`src/efm_consts.svh`:
```
/*
 constants of the encoder feedback monitor: offsets, resets, fields, timing.
 assumes a 25 MHz control clock and word-aligned classic wishbone access.
*/
// How it works
// - quadrature type one: A leads means forward
// - quadrature type two: B leads means forward
// - pulse type three: B high forward
// - pulse type four: B low forward
// - pulses per revolution 1..20000, default 600
// - fault treatment keep, ramp, coast; default coast
// - feedback error beyond detection time raises fault
// - stall above percent of max frequency
// - slip accumulation limit 0..2.0 s, default 0.1
// - slip threshold 0..50 percent, zero disables
// - types 1,5: short pattern finds pole
// - type 2: commutation channels give pole
// - type 3: sine cosine track gives pole
// - types 4,6: serial channel gives pole
// - accumulate slip or stall time, then fault
// - slip is speed minus commanded speed; code uses the absolute difference
`ifndef EFM_CONSTS_SVH
`define EFM_CONSTS_SVH
// ==========================================
// register map
`define EFM_OFS_CFG 8'h00
`define EFM_OFS_PPR 8'h04
`define EFM_OFS_DET 8'h08
`define EFM_OFS_STALL 8'h0C
`define EFM_OFS_SLIPT 8'h10
`define EFM_OFS_SLIPP 8'h14
`define EFM_OFS_MAXRPM 8'h18
`define EFM_OFS_CMD 8'h1C
`define EFM_OFS_STAT 8'h20
`define EFM_OFS_SPEED 8'h24
// ==========================================
// reset values and writable masks
`define EFM_RST_CFG 32'h0000_0200
`define EFM_RST_PPR 32'h0000_0258
`define EFM_RST_DET 32'h0000_000A
`define EFM_RST_STALL 32'h0000_0073
`define EFM_RST_SLIPT 32'h0000_0001
`define EFM_RST_SLIPP 32'h0000_0032
`define EFM_RST_MAXRPM 32'h0000_05DC
`define EFM_MSK_CFG 32'h0000_0377
`define EFM_MSK_PPR 32'h0000_7FFF
`define EFM_MSK_7 32'h0000_007F
`define EFM_MSK_SLIPT 32'h0000_001F
`define EFM_MSK_SLIPP 32'h0000_003F
`define EFM_MSK_MAXRPM 32'h0000_FFFF
// ==========================================
// fields
`define EFM_CFG_STYPE 2:0
`define EFM_CFG_PTYPE 6:4
`define EFM_CFG_TREAT 9:8
`define EFM_PPR_MAX 15'h4E20
`define EFM_WIN_PER_MIN 40'h258
`define EFM_PCT 40'h64
// ==========================================
// timing
`define EFM_CLK_HZ 25000000
`define EFM_TICK_MS 100
`define EFM_SHORT_MS 20
`define EFM_PWRUP_MS 2000
`endif

```
`src/efm_pkg.sv`:
```
/*
 types of the encoder feedback monitor.
 assumes efm_consts.svh carries the numbers.
*/
package efm_pkg;
	typedef enum logic [2:0] {PT_OFF = 3'b000, PT_QUAD_A = 3'b001, PT_QUAD_B = 3'b010,
		PT_PDIR_H = 3'b011, PT_PDIR_L = 3'b100, PT_SINGLE = 3'b101} efm_ptype_e;
	typedef enum logic [2:0] {ST_NONE = 3'b000, ST_QUAD = 3'b001, ST_HALL = 3'b010,
		ST_SINE = 3'b011, ST_SER_A = 3'b100, ST_ANALOG = 3'b101,
		ST_SER_B = 3'b110} efm_stype_e;
	typedef enum logic [1:0] {PL_IDLE = 2'b00, PL_SHORT = 2'b01, PL_SER = 2'b10,
		PL_DONE = 2'b11} efm_pole_e;
	typedef enum logic [1:0] {TR_KEEP = 2'b00, TR_RAMP = 2'b01,
		TR_COAST = 2'b10} efm_treat_e;
	typedef struct packed {
		logic a;
		logic b;
		logic [2:0] commutation_channels;
		logic sin_pos;
		logic cos_pos;
	} efm_enc_s;
	typedef struct packed {
		logic warn;
		logic ramp;
		logic coast;
	} efm_act_s;
endpackage

```
`src/efm_top.sv`:
```
/*
 encoder feedback monitor: wishbone registers, pulse decoding, speed
 window, loss and signal faults, stall and slip accumulation, pole search.
 assumes classic wishbone master, inputs synchronous to ref_clk_i.
*/
`timescale 1ns/10ps
`include "efm_consts.svh"
module efm_top #(
	parameter int TICK_CYC = `EFM_CLK_HZ / 1000 * `EFM_TICK_MS,
	parameter int SHORT_CYC = `EFM_CLK_HZ / 1000 * `EFM_SHORT_MS,
	parameter int PWRUP_CYC = `EFM_CLK_HZ / 1000 * `EFM_PWRUP_MS
) (
	// clock and reset
	input wire logic ref_clk_i,
	input wire logic rst_b_i,
	// wishbone slave
	input wire logic wb_cyc_i,
	input wire logic wb_stb_i,
	input wire logic wb_we_i,
	input wire logic [7:0] wb_adr_i,
	input wire logic [3:0] wb_sel_i,
	input wire logic [31:0] wb_dat_i,
	output logic [31:0] wb_dat_o,
	output logic wb_ack_o,
	// encoder side
	input wire efm_pkg::efm_enc_s enc_i,
	input wire logic [15:0] serial_pos_i,
	input wire logic serial_valid_i,
	output logic serial_req_o,
	// drive side
	input wire logic run_i,
	input wire logic run_rev_i,
	input wire logic [15:0] cmd_rpm_i,
	input wire logic [2:0] pole_est_i,
	output logic short_pattern_o,
	output efm_pkg::efm_act_s act_o,
	output logic [31:0] pos_o,
	output logic [15:0] speed_cnt_o,
	output logic [15:0] pole_pos_o,
	output logic pole_done_o,
	output logic run_ready_o
);
	import efm_pkg::*;

	// ==========================================
	// register bus
	logic [31:0] cfg_q, ppr_q, det_q, stall_q, slipt_q, slipp_q, maxrpm_q;
	logic [31:0] rdata;
	logic [2:0] flt_q, flt_set, flt_clr;
	logic wr, start_q;
	logic sig_seen_q, stall_c, slip_c;
	efm_pole_e pole_q;

	function automatic logic [31:0] wmerge(input logic [31:0] old,
		input logic [31:0] nw, input logic [3:0] sel, input logic [31:0] msk);
		logic [31:0] r;
		r = old;
		for (int i = 0; i < 4; i++) begin
			if (sel[i]) begin
				r[i*8 +: 8] = nw[i*8 +: 8];
			end
		end
		return r & msk;
	endfunction

	// writes land on the edge at which the master sees ack, not one edge earlier
	assign wr = wb_cyc_i && wb_stb_i && wb_we_i && wb_ack_o;

	always_ff @(posedge ref_clk_i) begin
		if (!rst_b_i) begin
			wb_ack_o <= 1'b0;
		end else begin
			wb_ack_o <= wb_cyc_i && wb_stb_i && !wb_ack_o;
		end
	end

	always_ff @(posedge ref_clk_i) begin
		if (!rst_b_i) begin
			cfg_q <= `EFM_RST_CFG;
			ppr_q <= `EFM_RST_PPR;
			det_q <= `EFM_RST_DET;
			stall_q <= `EFM_RST_STALL;
			slipt_q <= `EFM_RST_SLIPT;
			slipp_q <= `EFM_RST_SLIPP;
			maxrpm_q <= `EFM_RST_MAXRPM;
		end else if (wr) begin
			unique case (wb_adr_i)
				`EFM_OFS_CFG: cfg_q <= wmerge(cfg_q, wb_dat_i, wb_sel_i, `EFM_MSK_CFG);
				`EFM_OFS_PPR: ppr_q <= wmerge(ppr_q, wb_dat_i, wb_sel_i, `EFM_MSK_PPR);
				`EFM_OFS_DET: det_q <= wmerge(det_q, wb_dat_i, wb_sel_i, `EFM_MSK_7);
				`EFM_OFS_STALL: stall_q <= wmerge(stall_q, wb_dat_i, wb_sel_i, `EFM_MSK_7);
				`EFM_OFS_SLIPT: slipt_q <= wmerge(slipt_q, wb_dat_i, wb_sel_i, `EFM_MSK_SLIPT);
				`EFM_OFS_SLIPP: slipp_q <= wmerge(slipp_q, wb_dat_i, wb_sel_i, `EFM_MSK_SLIPP);
				`EFM_OFS_MAXRPM: maxrpm_q <= wmerge(maxrpm_q, wb_dat_i, wb_sel_i, `EFM_MSK_MAXRPM);
				default: begin
				end
			endcase
		end
	end

	// pole search start is a self-clearing command bit
	always_ff @(posedge ref_clk_i) begin
		if (!rst_b_i) begin
			start_q <= 1'b0;
		end else begin
			start_q <= wr && wb_adr_i == `EFM_OFS_CMD && wb_sel_i[0] && wb_dat_i[0];
		end
	end

	always_comb begin
		unique case (wb_adr_i)
			`EFM_OFS_CFG: rdata = cfg_q;
			`EFM_OFS_PPR: rdata = ppr_q;
			`EFM_OFS_DET: rdata = det_q;
			`EFM_OFS_STALL: rdata = stall_q;
			`EFM_OFS_SLIPT: rdata = slipt_q;
			`EFM_OFS_SLIPP: rdata = slipp_q;
			`EFM_OFS_MAXRPM: rdata = maxrpm_q;
			`EFM_OFS_STAT: rdata = {22'h0, pole_q, slip_c, stall_c, run_ready_o,
				pole_done_o, sig_seen_q, flt_q};
			`EFM_OFS_SPEED: rdata = {pole_pos_o, speed_cnt_o};
			default: rdata = 32'h0000_0000;
		endcase
	end

	always_ff @(posedge ref_clk_i) begin
		if (!rst_b_i) begin
			wb_dat_o <= 32'h0000_0000;
		end else if (wb_cyc_i && wb_stb_i && !wb_ack_o) begin
			wb_dat_o <= rdata;
		end
	end

	a_ack_single: assert property (@(posedge ref_clk_i) disable iff (!rst_b_i)
		wb_ack_o |=> !wb_ack_o) else $error("ack held for two cycles");

	// ==========================================
	// decoding and position
	efm_ptype_e ptype;
	efm_stype_e stype;
	efm_treat_e treat;
	logic step, dir_fwd, a_rise, illegal, dec_on;

	assign ptype = efm_ptype_e'(cfg_q[`EFM_CFG_PTYPE]);
	assign stype = efm_stype_e'(cfg_q[`EFM_CFG_STYPE]);
	assign treat = efm_treat_e'(cfg_q[`EFM_CFG_TREAT]);
	assign dec_on = ptype != PT_OFF;

	efm_decoder u_dec (
		.ref_clk_i(ref_clk_i),
		.rst_b_i(rst_b_i),
		.a_i(enc_i.a),
		.b_i(enc_i.b),
		.rev_cmd_i(run_rev_i),
		.ptype_i(ptype),
		.step_o(step),
		.dir_fwd_o(dir_fwd),
		.a_rise_o(a_rise),
		.illegal_o(illegal)
	);

	always_ff @(posedge ref_clk_i) begin
		if (!rst_b_i) begin
			pos_o <= 32'h0000_0000;
		end else if (step) begin
			pos_o <= dir_fwd ? pos_o + 32'h1 : pos_o - 32'h1;
		end
	end

	a_pos_fwd: assert property (@(posedge ref_clk_i) disable iff (!rst_b_i)
		step && dir_fwd |=> pos_o == $past(pos_o) + 32'h1) else $error("position missed step");

	// ==========================================
	// speed window of 0.1 s
	logic [25:0] tick_q;
	logic tick;
	logic [15:0] win_q;

	assign tick = tick_q == 26'(TICK_CYC - 1);

	always_ff @(posedge ref_clk_i) begin
		if (!rst_b_i) begin
			tick_q <= 26'h0;
		end else begin
			tick_q <= tick ? 26'h0 : tick_q + 26'h1;
		end
	end

	// counter saturates so a runaway input reads as full scale, not wrap
	always_ff @(posedge ref_clk_i) begin
		if (!rst_b_i) begin
			win_q <= 16'h0;
			speed_cnt_o <= 16'h0;
		end else if (tick) begin
			win_q <= {15'h0, a_rise};
			speed_cnt_o <= win_q;
		end else if (a_rise && win_q != 16'hFFFF) begin
			win_q <= win_q + 16'h1;
		end
	end

	// ==========================================
	// stall and slip comparison, command and max speed scaled by pulses per revolution
	logic [39:0] fb_x, cmd_x, base_x, diff_x;

	always_comb begin
		fb_x = 40'(speed_cnt_o) * `EFM_WIN_PER_MIN;
		cmd_x = 40'(cmd_rpm_i) * 40'(ppr_q[14:0]);
		base_x = 40'(maxrpm_q[15:0]) * 40'(ppr_q[14:0]);
		diff_x = fb_x > cmd_x ? fb_x - cmd_x : cmd_x - fb_x;
		stall_c = dec_on && stall_q[6:0] != 7'h0 &&
			fb_x * `EFM_PCT > 40'(stall_q[6:0]) * base_x;
		slip_c = dec_on && run_i && slipp_q[5:0] != 6'h0 &&
			diff_x * `EFM_PCT > 40'(slipp_q[5:0]) * base_x;
	end

	a_stall_off: assert property (@(posedge ref_clk_i) disable iff (!rst_b_i)
		stall_q[6:0] == 7'h0 |-> !stall_c) else $error("stall check with level zero");

	// ==========================================
	// loss, signal and setting errors
	logic loss_q, ill_win_q, set_err, det_trip, slip_trip;

	assign set_err = dec_on && (ppr_q[14:0] == 15'h0 || ppr_q[14:0] > `EFM_PPR_MAX ||
		cfg_q[6:4] > 3'h5);

	always_ff @(posedge ref_clk_i) begin
		if (!rst_b_i) begin
			loss_q <= 1'b0;
			ill_win_q <= 1'b0;
			sig_seen_q <= 1'b0;
		end else if (tick) begin
			loss_q <= dec_on && run_i && cmd_rpm_i != 16'h0 && win_q == 16'h0;
			sig_seen_q <= ill_win_q | illegal;
			ill_win_q <= 1'b0;
		end else if (illegal) begin
			ill_win_q <= 1'b1;
		end
	end

	efm_accum #(.W(7)) u_det (
		.ref_clk_i(ref_clk_i),
		.rst_b_i(rst_b_i),
		.tick_i(tick),
		.cond_i(loss_q | sig_seen_q | set_err),
		.hold_i(1'b0),
		.limit_i(det_q[6:0]),
		.trip_o(det_trip)
	);

	efm_accum #(.W(5)) u_slip (
		.ref_clk_i(ref_clk_i),
		.rst_b_i(rst_b_i),
		.tick_i(tick),
		.cond_i(slip_c | stall_c),
		.hold_i(run_i),
		.limit_i(slipt_q[4:0]),
		.trip_o(slip_trip)
	);

	// ==========================================
	// fault flags, set beats a same-cycle clear
	assign flt_set = {slip_trip, det_trip & (sig_seen_q | set_err), det_trip & loss_q};
	assign flt_clr = (wr && wb_adr_i == `EFM_OFS_STAT && wb_sel_i[0]) ? wb_dat_i[2:0] : 3'h0;

	always_ff @(posedge ref_clk_i) begin
		if (!rst_b_i) begin
			flt_q <= 3'h0;
		end else begin
			flt_q <= (flt_q & ~flt_clr) | flt_set;
		end
	end

	always_ff @(posedge ref_clk_i) begin
		if (!rst_b_i) begin
			act_o <= '0;
		end else begin
			act_o.warn <= flt_q != 3'h0;
			act_o.ramp <= flt_q != 3'h0 && treat == TR_RAMP;
			act_o.coast <= flt_q != 3'h0 && treat != TR_KEEP && treat != TR_RAMP;
		end
	end

	a_treat_coast: assert property (@(posedge ref_clk_i) disable iff (!rst_b_i)
		flt_q != 3'h0 && treat == TR_COAST |=> act_o.coast && act_o.warn && !act_o.ramp)
		else $error("coast treatment not applied");
	a_slip_fault: assert property (@(posedge ref_clk_i) disable iff (!rst_b_i)
		slip_trip |=> flt_q[2]) else $error("slip trip did not raise stall fault");

	// ==========================================
	// magnetic pole search
	logic [23:0] short_q;
	logic [25:0] pwr_q;

	always_ff @(posedge ref_clk_i) begin
		if (!rst_b_i) begin
			pole_q <= PL_IDLE;
			short_q <= 24'h0;
			pole_pos_o <= 16'h0;
		end else begin
			unique case (pole_q)
				PL_IDLE, PL_DONE: begin
					if (start_q) begin
						unique case (stype)
							ST_QUAD, ST_ANALOG: begin
								pole_q <= PL_SHORT;
								short_q <= 24'h0;
							end
							ST_HALL: begin
								pole_pos_o <= {enc_i.commutation_channels, 13'h0};
								pole_q <= PL_DONE;
							end
							ST_SINE: begin
								pole_pos_o <= {enc_i.sin_pos, enc_i.cos_pos, 14'h0};
								pole_q <= PL_DONE;
							end
							ST_SER_A, ST_SER_B: pole_q <= PL_SER;
							default: pole_q <= PL_IDLE;
						endcase
					end
				end
				PL_SHORT: begin
					if (short_q == 24'(SHORT_CYC - 1)) begin
						pole_pos_o <= {pole_est_i, 13'h0};
						pole_q <= PL_DONE;
					end else begin
						short_q <= short_q + 24'h1;
					end
				end
				PL_SER: begin
					if (serial_valid_i) begin
						pole_pos_o <= serial_pos_i;
						pole_q <= PL_DONE;
					end
				end
			endcase
		end
	end

	assign short_pattern_o = pole_q == PL_SHORT;
	assign serial_req_o = pole_q == PL_SER;
	assign pole_done_o = pole_q == PL_DONE;

	// serial encoders need time to come up before a run is allowed
	always_ff @(posedge ref_clk_i) begin
		if (!rst_b_i) begin
			pwr_q <= 26'h0;
		end else if (pwr_q != 26'(PWRUP_CYC)) begin
			pwr_q <= pwr_q + 26'h1;
		end
	end

	assign run_ready_o = (stype != ST_SER_A && stype != ST_SER_B) ||
		pwr_q == 26'(PWRUP_CYC);

	a_short_type: assert property (@(posedge ref_clk_i) disable iff (!rst_b_i)
		$rose(short_pattern_o) |-> $past(stype) == ST_QUAD || $past(stype) == ST_ANALOG)
		else $error("short pattern for wrong signal type");
	a_hall_pole: assert property (@(posedge ref_clk_i) disable iff (!rst_b_i)
		start_q && stype == ST_HALL && pole_q != PL_SHORT && pole_q != PL_SER
		|=> pole_pos_o[15:13] == $past(enc_i.commutation_channels) && pole_done_o)
		else $error("commutation pole not captured");
	a_ser_ready: assert property (@(posedge ref_clk_i) disable iff (!rst_b_i)
		(stype == ST_SER_A || stype == ST_SER_B) && pwr_q < 26'(PWRUP_CYC) |-> !run_ready_o)
		else $error("run ready before power-up delay");
endmodule

```
`src/efm_decoder.sv`:
```
/*
 pulse decoder: quadrature, pulse plus direction, single phase.
 assumes channel levels already synchronous to ref_clk_i.
*/
`timescale 1ns/10ps
module efm_decoder (
	// clock and reset
	input wire logic ref_clk_i,
	input wire logic rst_b_i,
	// channels and mode
	input wire logic a_i,
	input wire logic b_i,
	input wire logic rev_cmd_i,
	input wire efm_pkg::efm_ptype_e ptype_i,
	// decoded events
	output logic step_o,
	output logic dir_fwd_o,
	output logic a_rise_o,
	output logic illegal_o
);
	import efm_pkg::*;
	logic a_q, b_q, a_ch, b_ch, fwd_ab;
	always_ff @(posedge ref_clk_i) begin
		if (!rst_b_i) begin
			a_q <= 1'b0;
			b_q <= 1'b0;
		end else begin
			a_q <= a_i;
			b_q <= b_i;
		end
	end
	always_comb begin
		a_ch = a_i ^ a_q;
		b_ch = b_i ^ b_q;
		fwd_ab = a_i ^ b_q;
		a_rise_o = a_i & ~a_q & (ptype_i != PT_OFF);
		step_o = 1'b0;
		dir_fwd_o = 1'b0;
		illegal_o = 1'b0;
		unique case (ptype_i)
			PT_QUAD_A: begin
				step_o = a_ch ^ b_ch;
				dir_fwd_o = fwd_ab;
				illegal_o = a_ch & b_ch;
			end
			PT_QUAD_B: begin
				step_o = a_ch ^ b_ch;
				dir_fwd_o = ~fwd_ab;
				illegal_o = a_ch & b_ch;
			end
			PT_PDIR_H: begin
				step_o = a_rise_o;
				dir_fwd_o = b_i;
			end
			PT_PDIR_L: begin
				step_o = a_rise_o;
				dir_fwd_o = ~b_i;
			end
			PT_SINGLE: begin
				step_o = a_rise_o;
				dir_fwd_o = ~rev_cmd_i;
			end
			default: begin
				step_o = 1'b0;
			end
		endcase
	end
	a_off_no_step: assert property (@(posedge ref_clk_i) disable iff (!rst_b_i)
		ptype_i == PT_OFF |-> !step_o && !a_rise_o) else $error("step while decoding off");
	a_quad_fwd: assert property (@(posedge ref_clk_i) disable iff (!rst_b_i)
		ptype_i == PT_QUAD_A && !a_q && !b_q && a_i && !b_i |-> step_o && dir_fwd_o)
		else $error("A leading B not forward");
endmodule

```
`src/efm_accum.sv`:
```
/*
 time accumulator in 0.1 s ticks with a trip once the limit is passed.
 assumes tick_i is a one-cycle pulse every 0.1 s.
*/
`timescale 1ns/10ps
module efm_accum #(
	parameter int W = 7
) (
	// clock and reset
	input wire logic ref_clk_i,
	input wire logic rst_b_i,
	// time base and condition
	input wire logic tick_i,
	input wire logic cond_i,
	input wire logic hold_i,
	input wire logic [W-1:0] limit_i,
	// result
	output logic trip_o
);
	logic [W:0] cnt_q;
	// hold_i keeps the total across gaps so short bursts still add up
	always_ff @(posedge ref_clk_i) begin
		if (!rst_b_i) begin
			cnt_q <= '0;
		end else if (!cond_i && !hold_i) begin
			cnt_q <= '0;
		end else if (cond_i && tick_i && cnt_q != {(W+1){1'b1}}) begin
			cnt_q <= cnt_q + 1'b1;
		end
	end
	assign trip_o = cnt_q > {1'b0, limit_i};
	a_idle_clears: assert property (@(posedge ref_clk_i) disable iff (!rst_b_i)
		!cond_i && !hold_i |=> !trip_o) else $error("trip survived idle condition");
endmodule

```
`config.mk`:
```
export PLATFORM = sky130hd
export DESIGN_NAME = efm_top
export DESIGN_NICKNAME = d
export VERILOG_FILES = /design/src/efm_pkg.sv /design/src/efm_top.sv /design/src/efm_decoder.sv /design/src/efm_accum.sv
export VERILOG_INCLUDE_DIRS = /design/src
export SDC_FILE = /design/constraint.sdc
export NUM_CORES = 2
export LEC_CHECK = 0
export BUFFER_PORTS_ARGS = -buffer_cell sky130_fd_sc_hd__buf_2
export CAP_MARGIN = 20
export CORE_MARGIN = 8
export CORE_UTILIZATION = 60
export CTS_CLUSTER_DIAMETER = 80
export DETAILED_ROUTE_END_ITERATION = 8
export PLACE_DENSITY = 0.78
export SKIP_CTS_REPAIR_TIMING = 1
export SYNTH_ARGS = -nofsm -noshare
export SYNTH_HDL_FRONTEND = slang
export SYNTH_SLANG_ARGS = --single-unit
```
`constraint.sdc`:
```
create_clock -name ref_clk_i -period 25.3 [get_ports ref_clk_i]
set_input_delay 7.59 -clock ref_clk_i [delete_from_list [all_inputs] [get_ports ref_clk_i]]
set_output_delay 7.59 -clock ref_clk_i [all_outputs]
set_load 0.01 [all_outputs]
```
### Word-level counts from Yosys, hierarchy flattened

Index checks and enable logic that the tools add are counted.

| word-level totals | value |
|---|---|
| register bits after elaboration | 281 |
| input port bits | 94 |
| output and inout bits | 104 |
| word-level logic and storage cells | 209 |

| operators by class | value |
|---|---|
| $add $sub $neg | 10 |
| multipliers | 7 |
| magnitude comparators | 7 |
| equality and inequality tests | 40 |
| mux-type cells | 23 |
| bitwise operators | 22 |
| reduce and logical (&&, ||, !) cells | 67 |

Operators with widths:

| cell | number |
|---|---|
| case mux 32 bit (9 select lines) | 1 |
| two-way mux 24 bit | 3 |
| multiplier 16 x 15 -> 31 bit | 2 |
| adder 26 x 1 -> 26 bit, second input constant | 2 |
| two-way mux 16 bit | 3 |
| case mux 16 bit (3 select lines) | 1 |
| case mux 24 bit (2 select lines) | 1 |
| greater-than comparator 40 x 37 -> 1 bit | 1 |
| multiplier 40 x 5 -> 38 bit, second input constant | 1 |
| two-way mux 40 bit | 1 |
| greater-than comparator 33 x 38 -> 1 bit | 1 |
| multiplier 7 x 31 -> 38 bit | 1 |
| multiplier 6 x 31 -> 37 bit | 1 |
| AND reduction 3 bit | 11 |
| adder 32 x 1 -> 32 bit, second input constant | 1 |
| equality test 8 x 5 -> 1 bit, second input constant | 4 |
| two-way mux 32 bit | 1 |
| case mux 16 bit (2 select lines) | 1 |
| subtractor 26 x 31 -> 32 bit | 1 |
| subtractor 31 x 26 -> 32 bit | 1 |
| subtractor 32 x 1 -> 32 bit, second input constant | 1 |
| greater-than comparator 26 x 31 -> 1 bit | 1 |
| multiplier 23 x 5 -> 28 bit, second input constant | 1 |
| logical AND 1 bit | 27 |
| 56 further kinds | 107 |

### Depth between registers and ports, before layout

| logic depth | value |
|---|---|
| depth in word-level cells | 10 |
| depth in mapped cells | 73 |
| mapped depth without buffers | 70 |

### Hierarchy

A second synthesis with hierarchy kept.

| second synthesis, totals | value |
|---|---|
| cells, all modules | 6436 |
| area, all modules | 52972.1 um2 |

Modules (own cells, without submodules):

| module | instances | cells each | area each (um2) | seq. area each (um2) |
|---|---|---|---|---|
| efm_top | 1 | 6287 | 51705.8 | 5305.1 |
| efm_accum (u_det) | 1 | 69 | 589.3 | 160.2 |
| efm_accum (u_slip) | 1 | 53 | 432.9 | 120.1 |
| efm_decoder | 1 | 27 | 244.0 | 40.0 |

### Worst setup path after synthesis

Ideal clock, no wire load.

| timing | value |
|---|---|
| kind | input port to flip-flop |
| start | input cmd_rpm_i[9] |
| end | register u_slip.cnt_q[3] |
| setup time | 73 ps |
| arrival time | 21370 ps |
| required time | 25227 ps |
| setup slack | 3857 ps |
| stages | 67 |
| buffers on the path | 4 |
| cells stage by stage | clkbuf_1 and2_1 fa_1 inv_1 fa_1 inv_1 fa_1 inv_1 fa_1 inv_1 fa_1 inv_1 fa_1 inv_1 ha_1 o21a_1 o21ai_0 a21oi_1 (+31 left out) a41o_1 o21a_1 nor2_1 xnor2_1 ha_1 nand4_1 nor3_1 a41oi_1 inv_1 or4_1 o22ai_1 nor3_1 o2bb2ai_1 a211oi_2 a31o_2 a31oi_4 or3_1 a21oi_1 |

| between the ends | value |
|---|---|
| cells in the longest elaborated chain, start to end | 10 |
| elaborated cells between the ends (all ways) | 14 |
| those cells by class | 2 x add/sub; 2 x mul; 2 x order compare; 1 x mux; 1 x bitwise; 6 x reduce/logical |

Ends and longest elaborated chain:

| what | RTL line | RTL |
|---|---|---|
| start: declaration | efm_top.sv:33 | `input wire logic [15:0] cmd_rpm_i,` |
| multiplier 16 x 15 -> 31 bit * | efm_top.sv:208 | `cmd_x = 40'(cmd_rpm_i) * 40'(ppr_q[14:0]);` |
| subtractor 31 x 26 -> 32 bit, or another cell as far along | efm_top.sv:210 | `diff_x = fb_x > cmd_x ? fb_x - cmd_x : cmd_x - fb_x;` |
| two-way mux 40 bit * | efm_top.sv:210 |  |
| multiplier 40 x 5 -> 38 bit (no line) * | n/a |  |
| greater-than comparator 40 x 37 -> 1 bit * | efm_top.sv:214 | `` diff_x * `EFM_PCT > 40'(slipp_q[5:0]) * base_x; `` |
| logical AND 1 bit * | efm_top.sv:213 | `slip_c = dec_on && run_i && slipp_q[5:0] != 6'h0 &&` |
| OR 1 bit * | efm_top.sv:255 | `.cond_i(slip_c \| stall_c),` |
| zero test 1 bit | efm_accum.sv:25 | `end else if (!cond_i && !hold_i) begin` |
| logical AND 1 bit | efm_accum.sv:25 |  |
| OR reduction 2 bit (no line) | n/a |  |
| end signal: assignment | efm_accum.sv:28 | `cnt_q <= cnt_q + 1'b1;` |
| end: declaration | efm_accum.sv:20 | `logic [W:0] cnt_q;` |

Every way passes the cells marked *; elsewhere a longest branch is shown, timed or not.
A chain may end at the register's enable or synchronous reset.

### Worst setup path in the final report

| timing | value |
|---|---|
| start | input cmd_rpm_i[15] |
| end | register u_slip.cnt_q[1] |

The elaborated chain is that of the path after synthesis.

==> impl_metrics.toml <==
[global_routing]
grt.busiest_layer = "met2"
gr-usage-met3_pct = 5.75
grt_use_total_pct = 28.6
grt_pass1_vias = 46000
grtUsageMet2_pct = 47.8
grt_first_pass_wirelength_mm = 232
antenna_found_initial = 2
grtUsageMet1_pct = 36.4
grt_max_degree = 93
gr-total-overflow = 0

[route]
drt-vias-per-instance = 5.87
dr.pass1.iters = 7
vias = 44700
drt_iter0_markers = 3236
wl_mm = 141
drc = 0
ant_nets = 0
routedWlPerCell_um = 18.6

[floorplanning]
die_x_um = 312
io_pins = 198
coreArea_um2 = 86800
die_h_um = 312
start_util_pct = 60.5
die-area_um2 = 97200
rows = 108

[logic_synthesis]
ys_warn_count = 0
synth_largest_area_cell = "fa_1"
async_flop_share_pct = 0
synth_commonest_cells = "nand2_1 (962), inv_1 (952), fa_1 (694)"
postSynthCellCount = 6402
yosysMostFrequentCell = "nand2_1"
synthTopCellsByArea = "fa_1 (26%), ha_1 (16%), dfxtp_1 (11%)"
synth_edf_count = 0
syn_nets = 7877
synthFlopType = "dfxtp_1"
synth_top_area_share_pct = 26.5
synthDistinctLibCells = 96
synth-seq-cells = 281
synth_area_um2 = 52500
syn_avg_cell_area_um2 = 8.20
ys_seq_area_share_pct = 10.7

[clock_tree]
cts_root_buf = "clkbuf_16"
cts.sink_count = 281
max-clock-path-buffers = 3
clk_latency_ns = 0.59
cts_buffers = 29
path_clk_slew_ns = 0.07
cts_tree = "done"
h-tree-depth = 1

[sta]
setup_violations = 0
fin_crit_ns = 23.07
fin_tns_setup_ns = 0
holdWs_ns = 0.453
fmax_mhz = 43.3
worst_pin_slew_ns = 1.17
drv_slew = 0
finalClockSkew_ns = 0.0487
relSlewSlack_pct = 21.7
fin_crit_sh_pct = 91.2
finalHoldViolCount = 0
rsz0062_at_grt = "no"

[placed_design]
dp_hpwl_mm = 112
numPortBuffers = 179
gp_congestion = 0.947

[final_layout]
fin_nets = 7908
areaGrowthSynthToFinish_pct = 5.73
layout-drive-gt1-share_pct = 6.01

[setup_path]
critical_path_class = "input pin to flop"
crit_path_start_kind = "input pin"
crit_arrival_ns = 23.52
path_max_fanout = 19
slowest_stage = "nor4_1"
critPathMaxStageDelay_ns = 0.65
cp.required_ns = 25.75
crit_top_cell = "inv_1"
endpoint_kind = "flop"

[worst_hold_path]
hold_class = "flop to flop"

[flow_run]
max_cap_violations = 0

[run_status]
outcome = "complete, no violations"
[critical path, delay by kind of cell]
| kind | cells | cell delay [ns] |
|---|---|---|
| xor gates and xnor gates | 3 | 0.90 |
| adders and majority gates | 13 | 5.70 |
| AOI/OAI and AO/OA | 19 | 3.79 |
| muxes | 1 | 0.23 |
| and+or+nand+nor | 16 | 4.21 |
| buffers and inverters | 10 | 1.07 |
[path summary, 6_finish.rpt]
| kind | start | end | slack [ns] | cells after the start |
|---|---|---|---|---|
| hold / removal | speed_cnt_o[9] | speed_cnt_o[9] | 0.45 | 2 |
| setup reg to reg | ppr_q[0] | u_slip.cnt_q[1] | 8.77 | 62 |
| setup / recovery | cmd_rpm_i[15] | u_slip.cnt_q[1] | 2.23 | 62 |
| hold reg to reg | speed_cnt_o[9] | speed_cnt_o[9] | 0.45 | 2 |
[cells in the final DEF (no fill, tap or decap), types with 12 or more instances in the layout]
| master | instances |
|---|---|
| a41oi_1 | 12 |
| o21bai_1 | 35 |
| nand2b_1 | 64 |
| a21boi_0 | 17 |
| mux2i_1 | 31 |
| a31oi_1 | 25 |
| a21o_1 | 127 |
| nor3_1 | 73 |
| inv_1 | 951 |
| nor4_1 | 27 |
| nand4_1 | 50 |
| a211o_1 | 14 |
| xnor2_1 | 162 |
| nor2b_1 | 40 |
| a22oi_1 | 35 |
| buf_4 | 90 |
| or2_2 | 18 |
| nor2_1 | 352 |
| nand3_1 | 152 |
| xor2_1 | 147 |
| ha_1 | 687 |
| and3_1 | 42 |
| o21a_1 | 38 |
| fa_1 | 694 |
| buf_2 | 180 |
| o21ai_0 | 150 |
| or3_1 | 34 |
| and2_1 | 296 |
| dfxtp_1 | 280 |
| o211ai_1 | 20 |
| clkbuf_16 | 29 |
| a211oi_1 | 33 |
| a222oi_1 | 12 |
| a21oi_1 | 353 |
| nand2_1 | 962 |
[per-layer routing]
metal	wire [um]	share of wire (%)
met5	0	0
met2	65900	47
met4	5780	4.1
met3	12800	9.1
met1	57000	40
[registers in the layout (all words and copies together) (netlist names), 15 cells and up]
signal	count
win_q	16
short_q	24
wb_dat_o	32
pole_pos_o	16
ppr_q	15
speed_cnt_o	16
pwr_q	26
maxrpm_q	16
tick_q	26
pos_o	32
[cell families after synthesis]
| kind of cell | share of synthesized area [%] |
|---|---|
| and+or+nand+nor | 19.2 |
| adders and majority gates | 42.8 |
| buffers and inverters | 8.77 |
| AOI/OAI and AO/OA | 12.5 |
| xor gates and xnor gates | 5.24 |
| DFF | 10.7 |
| muxes | 0.720 |
[stage by stage]
stage	std cells	setup slack [ns]	area, um2	util [%]
detailed placement	7556	1.89	54600	62.9
finish	7609	2.23	55500	64.0
global route	7608	1.36	55500	64.0
floorplan	6402	3.86	52500	-
CTS	7606	2.47	55500	64.0
global placement	7555	2.01	54600	62.9
[cell type report]
| type | count | area, um2 |
|---|---|---|
| diodes | 2 | 5.00 |
| clock buffers | 36 | 812 |
| clock inverters | 14 | 128 |
| fillers | 7347 | 31200 |
| inverters | 952 | 3580 |
| multi-input cells | 4898 | 42300 |
| flip-flops and latches | 281 | 5630 |
| well taps | 1155 | 1450 |
| repair buffers | 271 | 1590 |
Power is left out: the tool's default activity adds up to more than one toggle a clock period on the data nets, which glitch-free logic cannot reach.
